## config.mk

```make
export PLATFORM = sky130hd
export DESIGN_NAME = sls_strap_led
export DESIGN_NICKNAME = d
export VERILOG_FILES = /design/src/rtl/sls_pkg.sv /design/src/rtl/sls_strap_led.sv
export VERILOG_INCLUDE_DIRS = /design/src /design/src/rtl
export SDC_FILE = /design/constraint.sdc
export NUM_CORES = 1
export LEC_CHECK = 0
export BUFFER_PORTS_ARGS = -buffer_cell sky130_fd_sc_hd__buf_2
export CORE_ASPECT_RATIO = 1.4
export CORE_MARGIN = 5
export CORE_UTILIZATION = 40
export CTS_CLUSTER_SIZE = 10
export DETAILED_ROUTE_END_ITERATION = 8
export PLACE_DENSITY = 0.74
export SYNTH_ARGS = -nofsm -noshare
export SYNTH_HDL_FRONTEND = slang
export SYNTH_SLANG_ARGS = --single-unit
```

## constraint.sdc

```tcl
create_clock -name core_clk -period 2.6 [get_ports core_clk]
set_input_delay 0.26 -clock core_clk [delete_from_list [all_inputs] [get_ports core_clk]]
set_output_delay 0.26 -clock core_clk [all_outputs]
set_load 0.02 [all_outputs]
```

## src/rtl/sls_regs.svh

```systemverilog
// constants for the strap address and led status block
`ifndef SLS_REGS_SVH
`define SLS_REGS_SVH

`define SLS_PIN_COUNT    5
`define SLS_PIN_ACT      0
`define SLS_PIN_COL      1
`define SLS_PIN_LINK     2
`define SLS_PIN_TX       3
`define SLS_PIN_RX       4
`define SLS_PINS_ALL_IN  5'h1F
`define SLS_PINS_ALL_OUT 5'h00
`define SLS_ADDR_RESET   5'h00
`define SLS_ADDR_ISOLATE 5'h00
`define SLS_LED_RESET    5'h00
`define SLS_CLK_HZ       25000000
`define SLS_RATE100_HZ   25000000
`define SLS_RATE10_HZ    2500000
`define SLS_DIV_WIDTH    4
`define SLS_DIV_RESET    4'h0

`endif

```

## src/rtl/sls_pkg.sv

```systemverilog
// types shared by the strap address and led status block
package sls_pkg;

   typedef enum logic [0:0] {
      ST_SAMPLE,
      ST_RUN
   } sls_state_t;

   typedef struct packed {
      logic rxAct;
      logic txAct;
      logic linkOk;
      logic coll;
      logic act;
   } sls_status_t;

   typedef struct packed {
      logic txEn;
      logic rxDv;
      logic linkOk;
      logic fullDuplex;
      logic speed100;
   } sls_link_t;

endpackage : sls_pkg

```

## src/rtl/sls_strap_led.sv

```systemverilog
// strap capture, management address and led status drive
`timescale 1ns/10ps
`include "sls_regs.svh"

module sls_strap_led #(
   parameter int PINS = `SLS_PIN_COUNT
) (
   input  wire logic              core_clk,
   input  wire logic              rst_n,
   input  wire logic              softReset,
   input  wire sls_pkg::sls_link_t linkIn,
   input  wire logic [PINS-1:0]   strapPinIn,
   output logic [PINS-1:0]        strapPinOe_n,
   output logic                   strap0_activity_out,
   output logic                   strap1_collision_out,
   output logic                   strap2_link_ok_out,
   output logic                   strap3_tx_activity_out,
   output logic                   strap4_rx_activity_out,
   output logic [PINS-1:0]        phyAddr,
   output logic                   miiOutOe_n,
   output logic                   miiCol,
   output logic                   miiRateEn
);
   import sls_pkg::*;

   localparam int DIV10 = `SLS_CLK_HZ / `SLS_RATE10_HZ;
   localparam int DIV100 = `SLS_CLK_HZ / `SLS_RATE100_HZ;
   localparam logic [`SLS_DIV_WIDTH-1:0] DIV10_LAST = `SLS_DIV_WIDTH'(DIV10 - 1);

   // pin synchroniser, free running so levels are valid at release
   logic [PINS-1:0] strapSync1_q;
   logic [PINS-1:0] strapSync2_q;

   always_ff @(posedge core_clk) begin
      strapSync1_q <= strapPinIn;
      strapSync2_q <= strapSync1_q;
   end

   // capture state
   sls_state_t      state_q;
   sls_state_t      state_d;
   logic [PINS-1:0] strap_q;
   logic [PINS-1:0] strap_d;
   logic [PINS-1:0] pinOe_n_q;
   logic [PINS-1:0] pinOe_n_d;

   always_comb begin
      state_d   = state_q;
      strap_d   = strap_q;
      pinOe_n_d = pinOe_n_q;
      unique case (state_q)
         ST_SAMPLE: begin
            strap_d   = strapSync2_q;
            pinOe_n_d = `SLS_PINS_ALL_OUT;
            state_d   = ST_RUN;
         end
         ST_RUN: begin
            state_d = ST_RUN;
         end
      endcase
   end

   always_ff @(posedge core_clk) begin
      if (!rst_n) begin
         state_q   <= ST_SAMPLE;
         strap_q   <= `SLS_ADDR_RESET;
         pinOe_n_q <= `SLS_PINS_ALL_IN;
      end else begin
         state_q   <= state_d;
         strap_q   <= strap_d;
         pinOe_n_q <= pinOe_n_d;
      end
   end

   assign strapPinOe_n = pinOe_n_q;
   assign phyAddr      = strap_q;

   // mii isolation, also held until straps are known
   logic miiOff_q;
   logic miiOff_d;

   always_comb begin
      miiOff_d = (state_q != ST_RUN) || (strap_q == `SLS_ADDR_ISOLATE);
   end

   always_ff @(posedge core_clk) begin
      if (!rst_n) begin
         miiOff_q <= 1'b1;
      end else begin
         miiOff_q <= miiOff_d;
      end
   end

   assign miiOutOe_n = miiOff_q;

   // link status and led drive
   sls_status_t     status;
   logic [PINS-1:0] led_q;
   logic [PINS-1:0] led_d;
   logic            col_q;
   logic            col_d;

   always_comb begin
      status.act    = linkIn.txEn || linkIn.rxDv;
      status.coll   = !linkIn.fullDuplex && linkIn.txEn && linkIn.rxDv;
      status.linkOk = linkIn.linkOk;
      status.txAct  = linkIn.txEn;
      status.rxAct  = linkIn.rxDv;
      col_d = status.coll;
      led_d = (state_q == ST_RUN) ? strap_q : strapSync2_q;
      if (state_q == ST_RUN && !softReset) begin
         led_d = strap_q ^ status;
      end
   end

   always_ff @(posedge core_clk) begin
      if (!rst_n) begin
         led_q <= `SLS_LED_RESET;
         col_q <= 1'b0;
      end else begin
         led_q <= led_d;
         col_q <= col_d;
      end
   end

   assign strap0_activity_out    = led_q[`SLS_PIN_ACT];
   assign strap1_collision_out   = led_q[`SLS_PIN_COL];
   assign strap2_link_ok_out     = led_q[`SLS_PIN_LINK];
   assign strap3_tx_activity_out = led_q[`SLS_PIN_TX];
   assign strap4_rx_activity_out = led_q[`SLS_PIN_RX];
   assign miiCol                 = col_q;

   // mii transfer rate enable
   logic [`SLS_DIV_WIDTH-1:0] div_q;
   logic [`SLS_DIV_WIDTH-1:0] div_d;
   logic                      rate_q;
   logic                      rate_d;

   always_comb begin
      div_d  = div_q;
      rate_d = 1'b0;
      if (softReset) begin
         div_d = `SLS_DIV_RESET;
      end else if (linkIn.speed100) begin
         div_d  = `SLS_DIV_RESET;
         rate_d = (DIV100 == 1);
      end else if (div_q == DIV10_LAST) begin
         div_d  = `SLS_DIV_RESET;
         rate_d = 1'b1;
      end else begin
         div_d = div_q + `SLS_DIV_WIDTH'(1);
      end
   end

   always_ff @(posedge core_clk) begin
      if (!rst_n) begin
         div_q  <= `SLS_DIV_RESET;
         rate_q <= 1'b0;
      end else begin
         div_q  <= div_d;
         rate_q <= rate_d;
      end
   end

   assign miiRateEn = rate_q;

   // checks
   a_pins_input_reset:
      assert property (@(posedge core_clk) !rst_n |=> strapPinOe_n == `SLS_PINS_ALL_IN)
      else $error("pins not inputs after reset");

   a_strap_capture_exit:
      assert property (@(posedge core_clk) disable iff (!rst_n)
         (state_q == ST_SAMPLE) |=> phyAddr == $past(strapSync2_q) && state_q == ST_RUN)
      else $error("address not caught at reset exit");

   a_pins_drive_run:
      assert property (@(posedge core_clk) disable iff (!rst_n)
         $rose(state_q == ST_RUN) |-> strapPinOe_n == `SLS_PINS_ALL_OUT ##1 strapPinOe_n == `SLS_PINS_ALL_OUT)
      else $error("pins not outputs after capture");

   a_soft_keeps_straps:
      assert property (@(posedge core_clk) disable iff (!rst_n)
         (softReset && state_q == ST_RUN) |=> $stable(phyAddr) && strapPinOe_n == `SLS_PINS_ALL_OUT)
      else $error("soft reset disturbed straps");

   a_led_idle_capture:
      assert property (@(posedge core_clk) disable iff (!rst_n)
         (state_q == ST_SAMPLE) |=> led_q == phyAddr)
      else $error("led not idle at capture");

   a_led_inverse_strap:
      assert property (@(posedge core_clk) disable iff (!rst_n)
         (state_q == ST_RUN && !softReset) |=> led_q == (phyAddr ^ $past(status)))
      else $error("led polarity wrong");

   a_mii_isolate_zero:
      assert property (@(posedge core_clk) disable iff (!rst_n)
         (state_q == ST_RUN && phyAddr == `SLS_ADDR_ISOLATE) |=> miiOutOe_n)
      else $error("mii not isolated at address zero");

   a_link_led_pin2:
      assert property (@(posedge core_clk) disable iff (!rst_n)
         (state_q == ST_RUN && !softReset && linkIn.linkOk) |=> strap2_link_ok_out == !phyAddr[`SLS_PIN_LINK])
      else $error("link led not asserted");

   a_col_half_duplex:
      assert property (@(posedge core_clk) disable iff (!rst_n)
         linkIn.fullDuplex |=> !miiCol)
      else $error("collision in full duplex");

   a_col_tx_rx:
      assert property (@(posedge core_clk) disable iff (!rst_n)
         (!linkIn.fullDuplex && linkIn.txEn && linkIn.rxDv) |=> miiCol)
      else $error("collision missed");

   a_rate_fast:
      assert property (@(posedge core_clk) disable iff (!rst_n)
         (linkIn.speed100 && !softReset) |=> miiRateEn)
      else $error("100M rate enable missing");

   a_rate_slow_gap:
      assert property (@(posedge core_clk) disable iff (!rst_n)
         (miiRateEn && !linkIn.speed100 && !softReset) ##1 (!linkIn.speed100 && !softReset)[*8]
         |=> !miiRateEn)
      else $error("10M rate enable too early");

endmodule : sls_strap_led

```

After elaboration in Yosys (flattened, before gate mapping)
Index checks and enable logic that the tools add are counted.
{ "word_totals": {"reg_bits": 33, "latchBits": 0, "mem_bits_ro": 0, "input_bits": 13, "memories": 0, "mem_bits_rw": 0, "out_inout_bits": 18} }
{ "classes": {"mux": 5, "n_shift": 0, "n_mul": 0, "n_bitwise": 3, "add_sub_neg": 1, "n_eq_ne": 1, "div_mod_pow": 0, "magnitude_cmp": 0, "n_reduce_logical": 10} }
{ "ops": {"columns": ["operator", "count"], "rows": [
  ["two-way mux 5 bit", 2],
  ["zero test 5 bit", 1],
  ["XOR 5 bit", 1],
  ["adder 4 x 1 -> 4 bit, second input constant", 1],
  ["== test 4 bit, second input constant", 1],
  ["OR reduction 4 bit", 1],
  ["logical AND 1 bit", 3],
  ["two-way mux 1 bit", 3],
  ["zero test 1 bit", 2],
  ["logical OR 1 bit", 2],
  ["inverter 1 bit", 2],
  ["OR reduction 2 bit", 1]
]} }

Longest topological paths before layout
Gate-level depths: netlist (run 1).
{ "logic_depth": {"ltp_word": 5, "ltp_mapped": 5, "depth_no_buf": 5} }

Worst setup path after synthesis (run 1)
Ideal clock, no wire load.
{ "synth_path": {"kind": "reg-to-reg", "startpoint": "register div_q[1]", "endpoint": "register div_q[2]", "synth_period_minus_slack_ns": 1.335, "required_ns": 2.536, "setup_ns": 0.064, "t_arrival_ns": 1.271, "setup_slack_ns": 1.265, "stages_incl_launch_ff": 6, "n_path_buf": 0, "path_cell_list": "dfxtp_1 > inv_1 > ha_1 > and3b_1 > or4b_4 > nor2_1"} }
{ "synth_via": {"elab_chain_cells": 2, "elab_cells_between_ends": 3, "classes_between": "add/sub (1); eq/ne (1); reduce/logical (1)"} }
{ "synth_rtl": {"columns": ["item", "line", "source"], "rows": [
  ["from (decl)", "sls_strap_led.sv:134", "logic [`SLS_DIV_WIDTH-1:0] div_q;"],
  ["from (signal assigned)", "sls_strap_led.sv:157", "div_q <= `SLS_DIV_RESET;"],
  ["from (signal assigned)", "sls_strap_led.sv:160", "div_q <= div_d;"],
  ["branches (longest 2 deep; another with adder 4 x 1 -> 4 bit)", null, null]
]} }
Several ways; the timed one is not identified.
A chain may end at the register's enable or synchronous reset.

Worst setup path in the final report (run 1)
Same ends and word-level chain as after synthesis.

==> impl_metrics.csv, run 1 <==
group,metric,value,unit
floorplanning,fp-row-count,21,
power,vdd_drop_max,340,uV
timing,rsz0062_at_grt,"no",
clock_tree,cts.sinks,29,
timing,max_freq,0.700,GHz
yosys,ys_ff_latch,29,
yosys,netlist_area,967,um2
timing,tightest_slew,0.584,ns
floorplanning,io_pins,31,
finish,final_nets,131,
route,dr.pass1.iters,2,
yosys,syn-num-nets,100,
global_route,grtUsageTotal,11.5,%
timing,final.setup.worst_slack,1.17,ns
floorplanning,initial_core_util,40.9,%
route,dr_total_vias,676,
power,p_leak,0.530,nW
placed_design,gp_congestion,0.704,
setup_path,worstPathRequired,2.86,ns
clock_tree,cts_max_level,2,
clock_tree,postCtsSetupBuffers,0,
clock_tree,cts_tree,"done",
route,routed_wl,1600,um
finish,multi_input_area,340,um2
job,cap_violations,0,
finish,fill_cells,221,
min_path,hp-class,"input port to register",
setup_path,cp_max_fo,4,
finish,final_cell_mix,"buf_2, dfxtp_1, nor2b_1",
clock_tree,cts.path.max_buffers,2,
floorplanning,die_h,68.2,um
route,via_per_inst,4.83,
clock_tree,cts_buffers,5,
global_route,grt_overflow,0,
placed_design,portBuffers,30,
floorplanning,die-area,3520,um2
finish,post-route-util,49.2,%
setup_path,crit_path_end_kind,"register",
finish,layout-drive-gt1-share,30.8,%
floorplanning,fp.coreArea,2360,um2
power,p_per_area,700,nW/um2
finish,layout_commonest_cell,"buf_2",
setup_path,crit_arrival,1.69,ns
route,remaining_drc_errors,0,
yosys,synthDistinctLibCells,23,
finish,syn_to_final_growth,20.2,%
global_route,grt_pass1_vias,677,
timing,finalSetupViolations,0,
yosys,syn_avg_cell_area,11.4,um2
timing,finalCriticalPeriod,1.43,ns
timing,post-route-period-util,54.9,%
route,drt_iter0_drc,1,
route,antenna_left,0,
floorplanning,die_x,51.6,um
timing,relSlewSlack,61.0,%
setup_path,path_class,"register to register",
global_route,grt_max_degree,18,
finish,regArea,581,um2
finish,antenna_cells,0,
timing,slew_violations,0,
outcome,status,"completed",
timing,finalClockSkew,0.00638,ns
global_route,antenna_found_initial,0,
yosys,synth_cells,85,
yosys,yosys_warnings,0,
yosys,yosysSeqAreaShare,60.0,%
placed_design,pre_cts_slack,1.17,ns
clock_tree,worstSkewPairLatency,0.32,ns
clock_tree,root_buffer,"clkbuf_4",
setup_path,cp-start-kind,"register",
global_route,grt_pass1_wl,2780,um
timing,hold_viol_final,0,
clock_tree,clk_pin_slew_worst_paths,0.08,ns
timing,tns,0,ns
route,avgRoutedWirePerCell,11.4,um
-- synth_stat cells (all sizes together) --
cell     n  area share, %
nor3b    1           0.78
or4      1           0.78
nor2b    8            5.2
buf      5            3.6
nand2    2           0.78
and4b    1            1.0
xor2     2            1.8
ha       2            2.6
dfxtp   29             60
nor2     5            1.9
o21bai   1           0.78
o21ai    5            2.6
xnor2    5            4.5
mux2i    5            5.2
a21oi    5            2.6
or4b     1            1.4
clkbuf   2           0.78
inv      1           0.39
and3b    1           0.91
o211ai   1           0.78
nor4bb   1            1.0
nand3    1           0.52
-- metrics by stage --
stage                     hold slack (ns)  power [mW]  std cells  area [um2]
after floorplan                     0.288       0.551         85         967
after global placement              0.310       0.577        131        1100
after detailed placement            0.312       0.580        131        1100
after CTS                          0.0128       0.831        139        1150
after global routing             0.000332       0.871        140        1160
final                              0.0365       0.814        140        1160
-- area by class of cell --
cell class                 count  area share (%)
tap                           23            2.48
multi-input combinational     48            29.3
clock buffer                   8            4.20
inverter                       1           0.323
sequential                    29            49.9
timing repair buffer          31            13.8
-- sequential cells by signal, indices dropped and copies added, names as in the netlist --
| signal | cells |
|---|---|
| miiCol | 1 |
| state_q | 1 |
| led_q | 5 |
| strapPinOe_n | 1 |
| miiRateEn | 1 |
| phyAddr | 5 |
| strapSync2_q | 5 |
| miiOutOe_n | 1 |
| div_q | 4 |
| strapSync1_q | 5 |
-- where the power goes --
part	leakage, nW	internal (mW)	total (mW)	switching (mW)
Sequential	0.241	0.467	0.482	0.0150
Combinational	0.263	0.0386	0.0866	0.0480
Clock	0.0265	0.107	0.245	0.138
-- path summary, 6_finish.rpt --
check | start | cells after the start | end | slack, ns
setup / recovery | div_q[1] | 5 | div_q[2] | 1.17
hold / removal | strapPinIn[4] | 1 | strapSync1_q[4] | 0.04
setup reg to reg | div_q[1] | 5 | div_q[2] | 1.17
hold reg to reg | strapSync1_q[0] | 0 | strapSync2_q[0] | 0.33
-- critical path, stage by stage, from the launching register on --
cell     delay, ns
dfxtp_1       0.35
inv_1         0.05
ha_1          0.17
and3b_1       0.18
or4b_4        0.51
nor2_1        0.11
-- per-layer routing --
metal | track usage (%) | vias to the layer above | share of wire [%]
met5 | 0 | - | 0
met4 | 13.8 | 0 | 5.3
met1 | 10.8 | 298 | 38
met2 | 17.8 | 28 | 48
li1 | - | 341 | -
met3 | 3.92 | 9 | 8.6
-- cells by family after synthesis --
group	after synthesis	synth area share (%)
muxes	5	5.17
adders and majority gates	2	2.59
xor gates and xnor gates	7	6.34
and+or+nand+nor	22	14.4
AOI/OAI and AO/OA	12	6.73
buffers and inverters	8	4.79
DFF	29	60.0
-- repair_timing --
action | CTS | global route
gates resized for setup | 0 | 0
hold endpoints to repair | 0 | 1
setup endpoints to repair | 0 | 0
hold buffers | 0 | 1
Power figures use the tool's default switching activity.
==> run 2: changes to the inputs <==
==> constraint.sdc (replaced) <==
create_clock -name core_clk -period 1.5 [get_ports core_clk]
set_input_delay 0.15 -clock core_clk [delete_from_list [all_inputs] [get_ports core_clk]]
set_output_delay 0.15 -clock core_clk [all_outputs]
set_load 0.02 [all_outputs]
==> impl_metrics.csv, run 2 (same netlist as run 1, synthesis figures left out) <==
group,metric,value,unit
finish,antenna_cells,0,
timing,finalCriticalPeriod,1.40,ns
floorplanning,die-area,3520,um2
finish,syn_to_final_growth,27.4,%
finish,finalInstanceArea,1230,um2
setup_path,worstPathRequired,1.76,ns
global_route,grt_max_degree,17,
clock_tree,cts_buffers,5,
timing,slew_violations,0,
global_route,grt_pass1_wl,2740,um
power,p_sw,0.361,mW
floorplanning,initial_core_util,40.9,%
clock_tree,cts_tree,"done",
global_route,grt_pass1_vias,655,
power,total_power,1.52,mW
global_route,grt_overflow,0,
power,p_int,1.16,mW
power,swShare,23.8,%
route,drt_iter0_drc,8,
timing,relSlewSlack,77.0,%
timing,rsz0062_at_grt,"no",
placed_design,place_area,1110,um2
clock_tree,worstSkewPairLatency,0.32,ns
route,remaining_drc_errors,0,
outcome,status,"completed",
finish,layout-drive-gt1-share,33.6,%
timing,finalClockSkew,0.00950,ns
setup_path,path_class,"register to register",
clock_tree,clk_pin_slew_worst_paths,0.09,ns
route,antenna_left,0,
floorplanning,die_x,51.6,um
clock_tree,cts.path.max_buffers,2,
floorplanning,die_h,68.2,um
route,via_per_inst,4.65,
setup_path,rrSetupSlack,0.1,ns
timing,tightest_slew,0.341,ns
clock_tree,root_buffer,"clkbuf_4",
setup_path,cp-start-kind,"register",
global_route,antenna_found_initial,0,
route,routed_wl,1630,um
job,cap_violations,0,
timing,whs,0.0837,ns
timing,tns,0,ns
power,p_leak,0.567,nW
finish,final_cell_mix,"buf_2, dfxtp_1, nor2b_1",
clock_tree,cts.sinks,29,
setup_path,cp_max_fo,4,
route,avgRoutedWirePerCell,11.2,um
finish,multi_input_area,340,um2
placed_design,hpwl,1200,um
power,vdd_drop_max,701,uV
finish,post-route-util,52.1,%
floorplanning,fp-row-count,21,
route,dr_total_vias,674,
route,dr.pass1.iters,4,
power,clock_power_share,34.4,%
power,pwr-share-seq,54.8,%
global_route,grtUsageTotal,11.4,%
min_path,hp-class,"input port to register",
setup_path,crit_path_end_kind,"register",
floorplanning,io_pins,31,
clock_tree,postCtsSetupBuffers,0,
finish,final_nets,136,
power,p_comb_share,10.8,%
timing,hold_viol_final,0,
finish,regArea,582,um2
power,p_per_area,1230,nW/um2
setup_path,crit_arrival,1.66,ns
floorplanning,fp.coreArea,2360,um2
placed_design,portBuffers,30,
timing,finalSetupViolations,0,
finish,layout_commonest_cell,"buf_2",
finish,fill_cells,227,
clock_tree,cts_max_level,2,
placed_design,gp_congestion,0.716,
timing,max_freq,0.713,GHz
timing,post-route-period-util,93.6,%
run 2: changes by cell type in the layout (fill, tap and decap cells not counted), sizes merged:
cell / previous run / this run
buf: 30 / 31
clkbuf: 8 / 7
clkinv: 0 / 1
dlygate4sd3: 1 / 5
run 2: metrics by stage:
stage,std cells,worst slack [ns]
after global routing,145,0.0184
final,145,0.0967
after detailed placement,132,0.0732
after global placement,132,0.149
after CTS,145,0.0514
after floorplan,85,0.165
run 2: critical path: stages, from the launching register on:
cell and delay (ns):
dfxtp_2 0.34, inv_1 0.04, ha_1 0.17, and3b_1 0.17
or4b_4 0.51, nor2_1 0.11
run 2: routing by layer:
metal,up-vias,share of wire (%),track usage [%]
met1,288,40,10.5
met3,8,8.5,3.92
met5,-,0,0
li1,350,-,-
met4,0,4.9,12.8
met2,28,46,18.3
run 2: path summary, 6_finish.rpt:
check / end / depth (start not counted) / from
setup / recovery: div_q[2] / 5 / div_q[1]
hold / removal: miiRateEn / 2 / softReset
setup reg to reg: div_q[2] / 5 / div_q[1]
hold reg to reg: strapSync2_q[2] / 0 / strapSync1_q[2]
run 2: layout make-up:
type	count	share of cell area [%]
timing repair buffer	36	16.9
multi-input combinational	48	27.6
clock inverter	1	0.406
sequential	29	47.2
tap	23	2.34
clock buffer	7	5.28
inverter	1	0.305
run 2: power groups by stage:
stage	Clock (mW)	Sequential, mW	Combinational [mW]
2_1_floorplan	0	0.877	0.0782
3_3_place_gp	0	0.849	0.153
3_5_place_dp	0	0.851	0.155
4_1_cts	0.546	0.833	0.166
5_1_grt	0.588	0.839	0.179
6_report	0.523	0.832	0.164
run 2: what timing repair did:
item	CTS	global route
hold buffers	5	0
endpoints found under the hold margin	5	0
setup endpoints to repair	0	2
gates resized for setup	0	1
